==> config.mk <==
export PLATFORM = sky130hd
export DESIGN_NAME = strap_clock_select
export DESIGN_NICKNAME = d
export VERILOG_FILES = /design/src/rtl/strap_clock_pkg.sv /design/src/rtl/clock_loss_monitor.sv /design/src/rtl/strap_clock_select.sv
export SDC_FILE = /design/constraint.sdc
export NUM_CORES = 1
export LEC_CHECK = 0
export BUFFER_PORTS_ARGS = -buffer_cell sky130_fd_sc_hd__buf_2
export CORE_UTILIZATION = 30
export DETAILED_ROUTE_END_ITERATION = 8
export SYNTH_ARGS = -nofsm -noshare
export SYNTH_HDL_FRONTEND = slang
export SYNTH_SLANG_ARGS = --single-unit
==> constraint.sdc <==
create_clock -name clk -period 2.7 [get_ports clk]
set_input_delay 0.27 -clock clk [delete_from_list [all_inputs] [get_ports clk]]
set_output_delay 0.27 -clock clk [all_outputs]
set_load 0.01 [all_outputs]
==> src/rtl/strap_clock_pkg.sv <==
// strap decode types, reset values and selector constants
// assumes every three-level strap reaches the core as two sensed levels,
// one taken with a weak pull-up and one with a weak pull-down
package strap_clock_pkg;

    // ------------------------------------------------------------
    // three-level strap states
    // ------------------------------------------------------------
    typedef enum logic [1:0] {
        STRAP_LOW  = 2'h0,
        STRAP_HIGH = 2'h1,
        STRAP_OPEN = 2'h2
    } strap_level_t;

    // ------------------------------------------------------------
    // decoded settings
    // ------------------------------------------------------------
    typedef enum logic [1:0] {
        IO_LVDS   = 2'h0,
        IO_HCSL   = 2'h1,
        IO_LVCMOS = 2'h2
    } io_type_t;

    typedef enum logic [1:0] {
        EDGE_SLOW   = 2'h0,
        EDGE_MEDIUM = 2'h1,
        EDGE_FAST   = 2'h2
    } edge_rate_t;

    // prescaler ratio code: ratio is 2**code
    typedef enum logic [1:0] {
        DIV_1 = 2'h0,
        DIV_2 = 2'h1,
        DIV_4 = 2'h2,
        DIV_8 = 2'h3
    } prescale_t;

    typedef enum logic [1:0] {
        SEL_MANUAL_PRI = 2'h0,
        SEL_MANUAL_SEC = 2'h1,
        SEL_AUTO       = 2'h2
    } sel_mode_t;

    // gray order along pri -> to_sec -> sec -> to_pri -> pri
    typedef enum logic [1:0] {
        MUX_PRI    = 2'h0,
        MUX_TO_SEC = 2'h1,
        MUX_SEC    = 2'h3,
        MUX_TO_PRI = 2'h2
    } mux_state_t;

    // ------------------------------------------------------------
    // reset values and counts
    // ------------------------------------------------------------
    localparam io_type_t RST_OUTPUT_TYPE = IO_LVCMOS;
    localparam edge_rate_t RST_EDGE_RATE = EDGE_FAST;
    localparam io_type_t RST_INPUT_TYPE = IO_LVCMOS;
    localparam prescale_t RST_PRESCALE = DIV_1;
    localparam logic RST_MUX_OUT = 1'b0;
    localparam int RESTORE_CYCLES = 4;
    localparam int LOS_TIMEOUT_EDGES = 8;
    localparam int PRESCALE_CNT_W = 2;

    // ------------------------------------------------------------
    // three-level sense: pulled-up level, pulled-down level
    // ------------------------------------------------------------
    function automatic strap_level_t decode_strap(input logic sense_up,
                                                  input logic sense_dn);
        strap_level_t lvl;
        lvl = STRAP_OPEN;
        if (sense_up && sense_dn) begin
            lvl = STRAP_HIGH;
        end else if (!sense_up && !sense_dn) begin
            lvl = STRAP_LOW;
        end
        return lvl;
    endfunction

endpackage

==> src/rtl/clock_loss_monitor.sv <==
// loss-of-signal detector for one oversampled clock input
// assumes edge pulses come from synchronised levels in the clk domain
`timescale 1ns/1ps
module clock_loss_monitor import strap_clock_pkg::*; #(
    parameter int TIMEOUT_EDGES = LOS_TIMEOUT_EDGES
) (
    // clock and reset
    input wire logic clk,
    input wire logic rst_b,
    // edge pulses
    input wire logic mon_rise,
    input wire logic ref_rise,
    // status
    output logic lost
);

    if (TIMEOUT_EDGES < 2 || TIMEOUT_EDGES > 255) begin
        $error("clock_loss_monitor: TIMEOUT_EDGES out of range");
    end

    localparam logic [7:0] TIMEOUT_LIM = 8'(TIMEOUT_EDGES);

    logic [7:0] gap_cnt_r;
    logic lost_r;

    // --------------------------------------------------------
    // count edges of the other clock since our last edge
    // --------------------------------------------------------
    always_ff @(posedge clk or negedge rst_b) begin
        if (!rst_b) begin
            gap_cnt_r <= 8'h00;
        end else if (mon_rise) begin
            gap_cnt_r <= 8'h00;
        end else if (ref_rise && gap_cnt_r != TIMEOUT_LIM) begin
            gap_cnt_r <= gap_cnt_r + 8'h01;
        end
    end

    // lost once the window closes, cleared by our next edge
    always_ff @(posedge clk or negedge rst_b) begin
        if (!rst_b) begin
            lost_r <= 1'b0;
        end else if (mon_rise) begin
            lost_r <= 1'b0;
        end else if (gap_cnt_r == TIMEOUT_LIM) begin
            lost_r <= 1'b1;
        end
    end

    assign lost = lost_r;

endmodule

==> src/rtl/strap_clock_select.sv <==
// strap decoder and smart input clock selector of the fan-out buffer
// assumes both reference clocks are far slower than clk and are
// oversampled; straps are sensed once with pull-up, once with pull-down
`timescale 1ns/1ps
module strap_clock_select import strap_clock_pkg::*; #(
    parameter int TIMEOUT_EDGES = LOS_TIMEOUT_EDGES
) (
    // clock and reset
    input wire logic clk,
    input wire logic rst_b,
    // three-level straps, sensed with pull-up and pull-down
    input wire logic output_type_strap_up,
    input wire logic output_type_strap_dn,
    input wire logic edge_rate_strap_up,
    input wire logic edge_rate_strap_dn,
    input wire logic input_type_strap_up,
    input wire logic input_type_strap_dn,
    input wire logic prescale_strap_up,
    input wire logic prescale_strap_dn,
    input wire logic input_select_pin_up,
    input wire logic input_select_pin_dn,
    // global output enable pin
    input wire logic output_enable_pin,
    // host configuration path
    input wire logic host_mode,
    input wire logic [1:0] host_prescale,
    // reference clocks
    input wire logic primary_clock_input,
    input wire logic secondary_clock_input,
    // decoded configuration
    output io_type_t output_type,
    output edge_rate_t edge_rate,
    output io_type_t input_type,
    output prescale_t secondary_prescaler,
    output logic outputs_enabled,
    output logic outputs_hiz,
    output logic primary_buf_on,
    output logic secondary_buf_on,
    // selector
    output logic mux_clk,
    output logic on_secondary,
    output logic primary_lost,
    output logic secondary_lost
);

    // ------------------------------------------------------------
    // pin synchronisers
    // ------------------------------------------------------------
    localparam int NSYNC = 14;
    logic [NSYNC-1:0] pins_in;
    logic [NSYNC-1:0] sync1_r;
    logic [NSYNC-1:0] sync2_r;

    assign pins_in = {output_type_strap_up, output_type_strap_dn,
                      edge_rate_strap_up, edge_rate_strap_dn,
                      input_type_strap_up, input_type_strap_dn,
                      prescale_strap_up, prescale_strap_dn,
                      input_select_pin_up, input_select_pin_dn,
                      output_enable_pin, host_mode,
                      primary_clock_input, secondary_clock_input};

    // two flops on every pin except host_prescale before any logic looks at it
    always_ff @(posedge clk or negedge rst_b) begin
        if (!rst_b) begin
            sync1_r <= '0;
            sync2_r <= '0;
        end else begin
            sync1_r <= pins_in;
            sync2_r <= sync1_r;
        end
    end

    logic pri_s, sec_s, oe_s, host_s;
    assign pri_s = sync2_r[1];
    assign sec_s = sync2_r[0];
    assign host_s = sync2_r[2];
    assign oe_s = sync2_r[3];

    // ------------------------------------------------------------
    // strap capture after reset release
    // ------------------------------------------------------------
    // the first two cycles after release still hold the flush of the
    // synchronisers, so capture waits for them to fill
    logic [1:0] settle_r;
    logic captured_r;
    io_type_t output_type_r;
    edge_rate_t edge_rate_r;
    io_type_t input_type_r;
    prescale_t prescale_r;

    always_ff @(posedge clk or negedge rst_b) begin
        if (!rst_b) begin
            settle_r <= 2'h0;
        end else if (settle_r != 2'h3) begin
            settle_r <= settle_r + 2'h1;
        end
    end

    always_ff @(posedge clk or negedge rst_b) begin
        if (!rst_b) begin
            captured_r <= 1'b0;
            output_type_r <= RST_OUTPUT_TYPE;
            edge_rate_r <= RST_EDGE_RATE;
            input_type_r <= RST_INPUT_TYPE;
            prescale_r <= RST_PRESCALE;
        end else if (!captured_r && settle_r == 2'h3) begin
            captured_r <= 1'b1;
            unique case (decode_strap(sync2_r[13], sync2_r[12]))
                STRAP_LOW: output_type_r <= IO_LVDS;
                STRAP_HIGH: output_type_r <= IO_HCSL;
                default: output_type_r <= IO_LVCMOS;
            endcase
            unique case (decode_strap(sync2_r[11], sync2_r[10]))
                STRAP_LOW: edge_rate_r <= EDGE_SLOW;
                STRAP_HIGH: edge_rate_r <= EDGE_MEDIUM;
                default: edge_rate_r <= EDGE_FAST;
            endcase
            unique case (decode_strap(sync2_r[9], sync2_r[8]))
                STRAP_LOW: input_type_r <= IO_LVDS;
                STRAP_HIGH: input_type_r <= IO_HCSL;
                default: input_type_r <= IO_LVCMOS;
            endcase
            unique case (decode_strap(sync2_r[7], sync2_r[6]))
                STRAP_LOW: prescale_r <= DIV_2;
                STRAP_HIGH: prescale_r <= DIV_4;
                default: prescale_r <= DIV_1;
            endcase
        end
    end

    // host path may pick any ratio, straps never reach divide by 8
    prescale_t prescale_eff;
    assign prescale_eff = host_s ? prescale_t'(host_prescale) : prescale_r;

    // ------------------------------------------------------------
    // continuous pins
    // ------------------------------------------------------------
    sel_mode_t sel_mode_r;
    logic oe_r;

    always_ff @(posedge clk or negedge rst_b) begin
        if (!rst_b) begin
            sel_mode_r <= SEL_AUTO;
            oe_r <= 1'b0;
        end else begin
            oe_r <= oe_s;
            unique case (decode_strap(sync2_r[5], sync2_r[4]))
                STRAP_LOW: sel_mode_r <= SEL_MANUAL_PRI;
                STRAP_HIGH: sel_mode_r <= SEL_MANUAL_SEC;
                default: sel_mode_r <= SEL_AUTO;
            endcase
        end
    end

    // ------------------------------------------------------------
    // edge detection and secondary prescaler
    // ------------------------------------------------------------
    logic pri_d_r, sec_d_r;
    logic pri_rise, pri_fall, sec_rise;
    logic [PRESCALE_CNT_W-1:0] pre_cnt_r;
    logic div_clk_r;
    logic div_d_r;
    logic divided;
    logic div_rise;

    always_ff @(posedge clk or negedge rst_b) begin
        if (!rst_b) begin
            pri_d_r <= 1'b0;
            sec_d_r <= 1'b0;
            div_d_r <= 1'b0;
        end else begin
            pri_d_r <= pri_s;
            sec_d_r <= sec_s;
            div_d_r <= divided;
        end
    end

    assign pri_rise = pri_s && !pri_d_r;
    assign pri_fall = !pri_s && pri_d_r;
    assign sec_rise = sec_s && !sec_d_r;

    // toggle every 2**(code-1) input rising edges
    always_ff @(posedge clk or negedge rst_b) begin
        if (!rst_b) begin
            pre_cnt_r <= '0;
            div_clk_r <= 1'b0;
        end else if (sec_rise) begin
            if (prescale_eff == DIV_1 || prescale_eff == DIV_2
                || (prescale_eff == DIV_4 && pre_cnt_r[0])
                || (prescale_eff == DIV_8 && pre_cnt_r == 2'h3)) begin
                pre_cnt_r <= '0;
                div_clk_r <= !div_clk_r;
            end else begin
                pre_cnt_r <= pre_cnt_r + 2'h1;
            end
        end
    end

    assign divided = (prescale_eff == DIV_1) ? sec_s : div_clk_r;
    assign div_rise = divided && !div_d_r;

    // ------------------------------------------------------------
    // loss monitors, each timed by the other clock
    // ------------------------------------------------------------
    logic pri_lost, sec_lost;

    clock_loss_monitor #(.TIMEOUT_EDGES(TIMEOUT_EDGES)) u_pri_mon (
        .clk(clk),
        .rst_b(rst_b),
        .mon_rise(pri_rise),
        .ref_rise(div_rise),
        .lost(pri_lost)
    );

    clock_loss_monitor #(.TIMEOUT_EDGES(TIMEOUT_EDGES)) u_sec_mon (
        .clk(clk),
        .rst_b(rst_b),
        .mon_rise(div_rise),
        .ref_rise(pri_rise),
        .lost(sec_lost)
    );

    // ------------------------------------------------------------
    // primary restore qualification
    // ------------------------------------------------------------
    // a returning primary must show four whole cycles before use
    logic [2:0] good_cnt_r;
    logic pri_good;
    localparam logic [2:0] RESTORE_LIM = 3'(RESTORE_CYCLES);

    always_ff @(posedge clk or negedge rst_b) begin
        if (!rst_b) begin
            good_cnt_r <= RESTORE_LIM;
        end else if (pri_lost) begin
            good_cnt_r <= 3'h0;
        end else if (pri_rise && good_cnt_r != RESTORE_LIM) begin
            good_cnt_r <= good_cnt_r + 3'h1;
        end
    end

    // count starts at the edge that clears loss; that edge opens cycle one
    assign pri_good = (good_cnt_r == RESTORE_LIM) && !pri_lost;

    // ------------------------------------------------------------
    // smart selector
    // ------------------------------------------------------------
    logic want_sec;
    mux_state_t mux_state_r;
    logic mux_out_r;

    assign want_sec = (sel_mode_r == SEL_MANUAL_SEC)
        || (sel_mode_r == SEL_AUTO && !pri_good);

    always_ff @(posedge clk or negedge rst_b) begin
        if (!rst_b) begin
            mux_state_r <= MUX_PRI;
        end else begin
            unique case (mux_state_r)
                MUX_PRI: begin
                    if (want_sec) begin
                        mux_state_r <= MUX_TO_SEC;
                    end
                end
                MUX_TO_SEC: begin
                    if (div_rise) begin
                        mux_state_r <= MUX_SEC;
                    end
                end
                MUX_SEC: begin
                    // go with secondary high, primary low: no extra edge, no short pulse
                    if (!want_sec && divided && !pri_s) begin
                        mux_state_r <= MUX_TO_PRI;
                    end
                end
                MUX_TO_PRI: begin
                    if (pri_fall) begin
                        mux_state_r <= MUX_PRI;
                    end
                end
            endcase
        end
    end

    // output level per state; return to primary waits for a phase with secondary high, primary low
    always_ff @(posedge clk or negedge rst_b) begin
        if (!rst_b) begin
            mux_out_r <= RST_MUX_OUT;
        end else begin
            unique case (mux_state_r)
                MUX_PRI: mux_out_r <= want_sec ? 1'b0 : pri_s;
                MUX_TO_SEC: mux_out_r <= div_rise ? divided : 1'b0;
                MUX_SEC: mux_out_r <= divided;
                MUX_TO_PRI: mux_out_r <= pri_fall ? 1'b0 : 1'b1;
            endcase
        end
    end

    // ------------------------------------------------------------
    // outputs
    // ------------------------------------------------------------
    assign output_type = output_type_r;
    assign edge_rate = edge_rate_r;
    assign input_type = input_type_r;
    assign secondary_prescaler = prescale_eff;
    assign outputs_enabled = oe_r;
    assign outputs_hiz = !oe_r;
    // unselected buffer powers down only in manual modes
    assign primary_buf_on = (sel_mode_r != SEL_MANUAL_SEC);
    assign secondary_buf_on = (sel_mode_r != SEL_MANUAL_PRI);
    assign mux_clk = mux_out_r;
    assign on_secondary = (mux_state_r == MUX_SEC);
    assign primary_lost = pri_lost;
    assign secondary_lost = sec_lost;

endmodule

==> qor.csv, run 1 <==
metric,value,unit
wl,4.901,mm
cts_buffers,9,
netlist_top_cells_count,"67 x dfrtp_1, 38 x nand2_1, 23 x nor2_1",
grt.total_usage,11.74,%
yosys-top-cells-area,"dfrtp_1 59%, ha_1 5.3%, nand2_1 5.0%",
cts.htree.levels,3,
ys_seq_elements,72,
grt_pass1_wl,8.756,mm
setup_viol,0,
setup_tns,0,ns
wl_per_cell,11.45,µm
fin_crit,2.201,ns
slew_headroom,41.97,%
synthArstFlopShare,100.0,%
yosys_most_used_dff,dfrtp_1,
crit_path_end_kind,register,
dpl.hpwl,3.272,mm
antenna_found_initial,0,
crit_fanout,4,
cp_top_family,simple AND/OR/NAND/NOR gates,
synth_top_cell_by_area,dfrtp_1,
vias,1860,
start_util,30.89,%
rsz0062_at_grt,no,
synth_nets,277,
yosys.cell_types.count,42,
coreArea,0.009240,mm²
root_buffer,clkbuf_8,
port_buffers,33,
synthToLayoutAreaGrowth,20.30,%
nNetsFinal,325,
drive_above_1_share,22.07,%
cts_sinks,72,
drcViolationCount,0,
grt_max_degree,73,
clock_skew,0.01209,ns
clk_pin_slew,0.08,ns
die_area,0.009907,mm²
slowest_stage,or4b_2,
antenna-diode-count,0,
drt-vias-per-instance,4.346,
fmax,454.2,MHz
grt_pass1_vias,1880,
hold_class,in2reg,
cts_tree,built,
final_hold_viol_count,0,
crit_top_cell,nor2_1,
p_leak,1.601,nW
p_per_area,758.7,mW/mm²
ir_worst_vdd,0.0004499,V
yosysMostFrequentCell,dfrtp_1,
worst_pin_slew,0.8704,ns
crit_arrival,2.44,ns
status,"finished, final reports clean",
synth_top_area_share,58.75,%
worst_skew_pair.late_latency,0.35,ns
design_area,0.003433,mm²
pin_count,34,
path_buf_inv,1,
cts_buffer_depth,2,
fin_crit_sh,81.54,%
crit_required,2.94,ns
synth_cells,247,
yosys_warnings,0,
overflow,0,
postSynthAreaPerCell,11.55,µm²
ant_nets,0,
crit_path_start_kind,register,
die_h,99.54,µm
fp.dieW,99.54,µm
num_rows,35,
ys_seq_area_share,63.35,%
synth_edf_count,0,
cap_violations,0,
place_congestion,0.7566,
placed_cell_area,0.003172,mm²
slew_violations,0,
cts_setup_buffers,0,
path_cells,inv_1 > ha_1 > or4b_2 > nor4b_1 > nor2_1 > xnor2_1 > nor2_1,
worst_path_largest_cell_delay,0.57,ns
first_pass_iters,4,
fillers,935,
syn-cell-area,0.002854,mm²
path_class,reg2reg,
drt-initial-drc-count,98,
==> cell usage in the layout (no fill, tap or decap), types with 2 or more instances in the layout <==
cell type      netlist  routed
a2111oi_1            2       2
a21o_1               2       2
a21oi_1             12      12
a31o_2               2       2
buf_2                1      33
buf_4                0       3
clkbuf_8             0       9
clkinvlp_4           0       2
dfrtp_1             67      67
dfstp_2              5       5
dlygate4sd3_1        0       7
ha_1                12      12
inv_1               13      13
inv_6                0       2
mux2_2               3       3
nand2_1             38      38
nand2b_1             5       5
nand3_1              7       7
nand4_1              4       4
nor2_1              23      23
nor2b_1              2       2
nor3_1               5       5
o21ai_0              5       5
o31ai_1              2       2
or2_2                2       2
xnor2_1              6       6
xor2_1               6       6
==> power by group <==
part | switching [mW] | internal [mW]
clock | 0.404 | 0.426
sequential | 0.108 | 1.22
combinational | 0.252 | 0.199
==> metal layers <==
| layer | global-route usage, % | vias to the layer above | wire length, µm |
|---|---|---|---|
| met1 | 14.43 | 891 | 2379 |
| met4 | 5.769 | 0 | 91 |
| met5 | 0 | - | 0 |
| met2 | 17.74 | 42 | 2172 |
| li1 | - | 917 | - |
| met3 | 4.989 | 10 | 258 |
==> state kept, by name, indices dropped and copies added (netlist names), 2 cells and up <==
register / count
mux_state_r: 2
prescale_r: 2
edge_rate: 2
good_cnt_r: 3
sync1_r: 14
input_type: 2
sel_mode_r: 2
output_type: 2
settle_r: 2
u_pri_mon.gap_cnt_r: 8
sync2_r: 14
pre_cnt_r: 2
u_sec_mon.gap_cnt_r: 8
==> metrics by stage <==
stage               util, %  hold slack (ns)  total power [mW]  std cells  worst slack [ns]
CTS                   36.83        0.0002191             2.644        425            0.4566
global route          37.16        0.0007405             2.788        428            0.2853
floorplan                 -         -0.02559             1.639        247            0.7187
finish                37.16          0.01779             2.605        428            0.4985
global placement      34.33           0.3346             1.773        406            0.6022
detailed placement    34.33           0.3347             1.793        406            0.4778
==> cell families after synthesis <==
logic type / Yosys count / share of synthesized area (%)
simple gates: 99 / 16.92
compound gates: 29 / 6.444
mux: 4 / 1.534
buf+inv: 19 / 2.806
flops: 72 / 63.35
fa+ha+maj: 12 / 5.261
xor+xnor: 12 / 3.683
==> repair_timing <==
item	4_1_cts	5_1_grt
hold buffers	4	3
hold endpoints to repair	4	3
gates resized for setup	0	0
==> path summary, 6_finish.rpt <==
kind	from	end	slack, ns	depth (start not counted)
max in group asynchronous	rst_b	div_clk_r$_DFFE_PN0P_	2.02	2
min reg2reg	sync1_r[11]$_DFF_PN0_	sync2_r[11]$_DFF_PN0_	0.35	0
min	output_type_strap_up	sync1_r[13]$_DFF_PN0_	0.02	1
max	u_sec_mon.gap_cnt_r[0]$_DFFE_PN0P_	u_sec_mon.gap_cnt_r[0]$_DFFE_PN0P_	0.50	7
min in group asynchronous	rst_b	pre_cnt_r[0]$_DFFE_PN0P_	0.12	2
max reg2reg	u_sec_mon.gap_cnt_r[0]$_DFFE_PN0P_	u_sec_mon.gap_cnt_r[0]$_DFFE_PN0P_	0.50	7
==> area by class of cell <==
type	instances	area [µm²]	area share [%]
sequential	72	1808	52.66
multi-input combinational	156	965.9	28.13
timing repair buffer	43	257.7	7.507
tap	129	161.4	4.701
clock buffer	9	123.9	3.608
clock inverter	6	67.56	1.968
inverter	13	48.80	1.421
No activity file was read; power rests on OpenSTA's default activity.
==> run 2: changes to the inputs <==
==> constraint.sdc (replaced) <==
create_clock -name clk -period 1.85 [get_ports clk]
set_input_delay 0.185 -clock clk [delete_from_list [all_inputs] [get_ports clk]]
set_output_delay 0.185 -clock clk [all_outputs]
set_load 0.01 [all_outputs]
==> run 2 against run 1 <==
- clock-buffer cell count is 1 higher
- highest routed layer unchanged
- power increased by 52%
- worst hold slack improved by 0.33 ns
- clock power rose by 46%
- non-clock buffer count is 17 higher
- critical endpoint is now u_pri_mon.gap_cnt_r[7]$_DFFE_PN0P_
- largest cell class unchanged
- critical path depth is 2 lower
- first-iteration DRC count grew 4.1%
==> qor.csv, run 2 (synthesis gave the netlist of run 1 again) <==
metric,value,unit
clk_pin_slew,0.08,ns
path_buf_inv,0,
fillers,900,
worstHoldStart,sync1_r[4]$_DFF_PN0_,
worstHoldEndpoint,sync2_r[4]$_DFF_PN0_,
rsz0062_at_grt,yes,
cts_tree,built,
setup_viol,0,
fmax,556.0,MHz
setup_tns,0,ns
antenna-diode-count,0,
drt-initial-drc-count,102,
wl,4.935,mm
worst_pin_slew,0.5506,ns
cp_top_family,simple AND/OR/NAND/NOR gates,
grt.total_usage,11.30,%
final_hold_viol_count,0,
slew_violations,0,
ir_worst_vdd,0.0005578,V
pre_cts_ws,-0.04371,ns
slowest_stage,or3b_4,
p_leak,1.695,nW
pin_count,34,
path_class,reg2reg,
root_buffer,clkbuf_8,
layout_common_cells,"67 x dfrtp_1, 38 x nand2_1, 33 x buf_2",
layout_commonest_cell,dfrtp_1,
die_h,99.54,µm
cap_violations,0,
crit_required,2.11,ns
start_util,30.89,%
first_pass_iters,4,
fin_crit_sh,97.22,%
r2r_end,u_pri_mon.gap_cnt_r[7]$_DFFE_PN0P_,
crit_path_start_kind,register,
overflow,0,
placed_cell_area,0.003264,mm²
crit_arrival,2.06,ns
cts_buffers,9,
clock_skew,0.01288,ns
fp.dieW,99.54,µm
regToRegStartpoint,sync2_r[2]$_DFF_PN0_,
drt-vias-per-instance,4.343,
ant_nets,0,
design_area,0.003660,mm²
grt_max_degree,73,
cts.htree.levels,3,
status,"finished, final reports clean",
vias,1937,
worst_path_largest_cell_delay,0.42,ns
reg2reg_depth,5,
r2r_slack,0.05,ns
nNetsFinal,342,
p_per_area,1079,mW/mm²
antenna_found_initial,0,
crit_path_end_kind,register,
num_rows,35,
worst_skew_pair.late_latency,0.33,ns
coreArea,0.009240,mm²
slew_headroom,63.22,%
grt_pass1_vias,1925,
final.setup.worst_slack,0.05135,ns
fin_crit,1.799,ns
place_congestion,0.7584,
path_cells,nor3b_4 > or3b_4 > a21o_1 > or4_1 > a21oi_1,
die_area,0.009907,mm²
grt_pass1_wl,8.728,mm
hold_depth,0,
hold_class,reg2reg,
crit_cells,5,
crit_fanout,6,
dpl.hpwl,3.391,mm
wl_per_cell,11.07,µm
synthToLayoutAreaGrowth,28.23,%
reg.largest.list,"sync1_r x14, sync2_r x14",
port_buffers,33,
cts_buffer_depth,2,
cts_sinks,72,
drcViolationCount,0,
drive_above_1_share,25.87,%
-- run 2: area by class of cell --
type	count	area (µm²)	area share [%]
clock buffers	10	127.6	3.487
clock inverters	6	70.07	1.915
inverters	13	48.80	1.333
multi-input cells	156	1013	27.69
flip-flops and latches	72	1808	49.40
well taps	129	161.4	4.410
repair buffers	60	430.4	11.76
-- run 2: stage by stage --
stage	util (%)	hold WS [ns]	total power, mW	cells
final	39.61	0.3519	3.947	446
after global routing	39.61	0.3614	4.208	446
after CTS	39.24	0.3530	3.995	445
after detailed placement	35.33	0.2419	2.724	413
after global placement	35.33	0.2383	2.694	413
after floorplan	-	-0.1106	2.403	247
-- run 2: what timing repair did --
item	4_1_cts	5_1_grt
endpoints found under the setup margin	4	16
hold endpoints to repair	81	0
gates resized for setup	2	6
hold buffers	15	0
pin swaps	1	2
buffers inserted	1	1
-- run 2: worst max path at each step --
stage                                       start                            endpoint  slack (ns)
2_1_floorplan  u_sec_mon.gap_cnt_r[0]$_DFFE_PN0P_  u_sec_mon.gap_cnt_r[1]$_DFFE_PN0P_      -0.002
3_3_place_gp   u_sec_mon.gap_cnt_r[0]$_DFFE_PN0P_  u_sec_mon.gap_cnt_r[1]$_DFFE_PN0P_      -0.006
3_5_place_dp   u_sec_mon.gap_cnt_r[0]$_DFFE_PN0P_  u_sec_mon.gap_cnt_r[0]$_DFFE_PN0P_       -0.04
4_1_cts                      sync2_r[2]$_DFF_PN0_  u_pri_mon.gap_cnt_r[7]$_DFFE_PN0P_        0.05
5_1_grt                      sync2_r[2]$_DFF_PN0_  u_pri_mon.gap_cnt_r[7]$_DFFE_PN0P_       -0.01
6_report                     sync2_r[2]$_DFF_PN0_  u_pri_mon.gap_cnt_r[7]$_DFFE_PN0P_        0.05
-- run 2: where the power goes --
part / switching, mW / total [mW] / internal (mW)
sequential: 0.139 / 1.91 / 1.78
clock: 0.584 / 1.21 / 0.630
combinational: 0.420 / 0.819 / 0.399
-- run 2: metal layers --
metal	GRT usage (%)	share of wire, %	vias up
met5	0	0	-
met4	5.090	1.8	0
met3	2.811	1.9	7
met2	19.23	50	23
met1	13.52	46	947
li1	-	-	960
==> run 3: changes to the inputs <==
--- a/config.mk
+++ b/config.mk
@@ -8,6 +8,8 @@
 export BUFFER_PORTS_ARGS = -buffer_cell sky130_fd_sc_hd__buf_2
 export CORE_UTILIZATION = 30
 export DETAILED_ROUTE_END_ITERATION = 8
+export REMOVE_ABC_BUFFERS = 1
+export SETUP_SLACK_MARGIN = 0.5
 export SYNTH_ARGS = -nofsm -noshare
 export SYNTH_HDL_FRONTEND = slang
 export SYNTH_SLANG_ARGS = --single-unit
==> run 3 against run 2 <==
- power rose by 17%
- utilization rose by 5.9 points
- via count rose by 8.0%
- worst hold slack got worse by 0.0022 ns
- critical path type unchanged
==> qor.csv, run 3 (synthesis gave the netlist of run 1 again) <==
metric,value,unit
register_area,0.001810,mm²
drive_above_1_share,41.45,%
cts_tree,built,
path_class,reg2reg,
fin_crit_sh,99.00,%
antenna-diode-count,0,
clock_skew,0.01616,ns
crit_arrival,2.11,ns
grt_pass1_wl,10.06,mm
path_buf_inv,0,
worst_skew_pair.late_latency,0.35,ns
port_buffers,33,
cts_buffer_depth,2,
path_cells,nor3b_4 > or3b_4 > a21o_1 > or4_1 > a21oi_1,
grt_max_degree,73,
place_congestion,0.7855,
power.total,4.630,mW
cap_violations,0,
vias,2092,
overflow,0,
status,"finished, final reports clean",
worst_path_largest_cell_delay,0.44,ns
rsz0062_at_grt,yes,
crit_required,2.13,ns
worst_pin_slew,0.3885,ns
p_sw_share,29.62,%
ir_worst_vdd,0.0006214,V
die_h,99.54,µm
pin_count,34,
coreArea,0.009240,mm²
pre_cts_ws,-0.1544,ns
power_frac_clock,29.1,%
final.setup.worst_slack,0.01853,ns
critPathLaunch,sync2_r[2]$_DFF_PN0_,
placed_cell_area,0.003252,mm²
cts.htree.levels,3,
wl_per_cell,12.70,µm
crit_path_start_kind,register,
pwr-share-seq,42.0,%
r2r_end,u_pri_mon.gap_cnt_r[7]$_DFFE_PN0P_,
internal_power,3.259,mW
hold_class,reg2reg,
cp_top_family,simple AND/OR/NAND/NOR gates,
p_sw,1.371,mW
grt.total_usage,13.31,%
regToRegStartpoint,sync2_r[2]$_DFF_PN0_,
fin_crit,1.831,ns
ant_nets,0,
grt_pass1_vias,2108,
multi_input_area,0.001264,mm²
drcViolationCount,0,
root_buffer,clkbuf_8,
final_hold_viol_count,0,
die_area,0.009907,mm²
design_area,0.004204,mm²
p_comb_share,28.9,%
antenna_found_initial,0,
slew_violations,0,
p_per_area,1101,mW/mm²
cts_sinks,72,
slowest_stage,or3b_4,
drt-vias-per-instance,4.414,
fillers,815,
r2r_slack,0.02,ns
reg.largest.list,"sync1_r x14, sync2_r x14",
nNetsFinal,370,
setup_viol,0,
clk_pin_slew,0.09,ns
reg2reg_depth,5,
wl,6.021,mm
holdWs,0.3497,ns
layout_common_cells,"65 x dfrtp_1, 35 x nand2_1, 30 x buf_2",
worstSetupEndpoint,u_pri_mon.gap_cnt_r[7]$_DFFE_PN0P_,
num_rows,35,
crit_fanout,5,
layout_commonest_cell,dfrtp_1,
synthToLayoutAreaGrowth,47.30,%
slew_headroom,74.10,%
start_util,30.89,%
first_pass_iters,5,
p_leak,1.903,nW
dpl.hpwl,3.327,mm
fp.dieW,99.54,µm
post-route-util,45.50,%
crit_path_end_kind,register,
cts_buffers,9,
crit_cells,5,
drt-initial-drc-count,79,
fmax,546.0,MHz
[run 3: cell count changes in the layout (fill, tap and decap cells not counted), sizes merged]
cell / previous run / this run
buf: 45 / 73
bufinv: 1 / 2
clkbuf: 10 / 11
clkinv: 1 / 3
inv: 14 / 13
clkinvlp: 3 / 0
[run 3: metal layers]
layer | track usage (%) | wire [µm]
met1 | 15.86 | 2553
met2 | 22.22 | 3084
met3 | 5.200 | 280
met4 | 4.072 | 103
met5 | 0 | 0
[run 3: how the worst min path moves through the flow]
stage,from,to,slack [ns],cells after the start
6_report,sync1_r[11]$_DFF_PN0_,sync2_r[11]$_DFF_PN0_,0.35,0
5_1_grt,sync1_r[8]$_DFF_PN0_,sync2_r[8]$_DFF_PN0_,0.36,0
4_1_cts,sync1_r[4]$_DFF_PN0_,sync2_r[4]$_DFF_PN0_,0.35,0
3_5_place_dp,rst_b,pre_cnt_r[0]$_DFFE_PN0P_,0.24,2
3_3_place_gp,rst_b,pre_cnt_r[0]$_DFFE_PN0P_,0.24,2
2_1_floorplan,rst_b,captured_r$_DFFE_PN0P_,-0.11,0
[run 3: what timing repair did]
action	4_1_cts	5_1_grt
buffers inserted	13	15
endpoints found under the hold margin	81	0
setup endpoints to repair	33	34
hold buffers	15	0
pin swaps	27	17
resized for setup	60	22
[run 3: through the flow]
step | setup TNS, ns | instances
2_1_floorplan | -1.626 | 241
3_3_place_gp | -0.2549 | 415
3_5_place_dp | -0.5170 | 415
4_1_cts | 0 | 459
5_1_grt | -0.09800 | 474
6_report | 0 | 474
[run 3: layout make-up]
type | count | share of cell area (%)
clock buffers | 11 | 3.125
clock inverters | 5 | 1.964
well taps | 129 | 3.839
inverters | 13 | 1.161
multi-input cells | 156 | 30.06
flip-flops and latches | 72 | 43.07
repair buffers | 88 | 16.79
[run 3: worst reg2reg max path, cell delays in order (launching register included)]
cell     delay, ns
dfrtp_1       0.40
nor3b_4       0.16
or3b_4        0.44
a21o_1        0.19
or4_1         0.41
a21oi_1       0.15
[run 3: power by group through the flow]
stage	clock, mW	sequential, mW	combinational, mW
2_1_floorplan	0	1.93	0.434
5_1_grt	1.49	1.97	1.47
3_5_place_dp	0	1.95	0.724
4_1_cts	1.39	1.94	1.15
6_report	1.35	1.94	1.34
3_3_place_gp	0	1.94	0.699
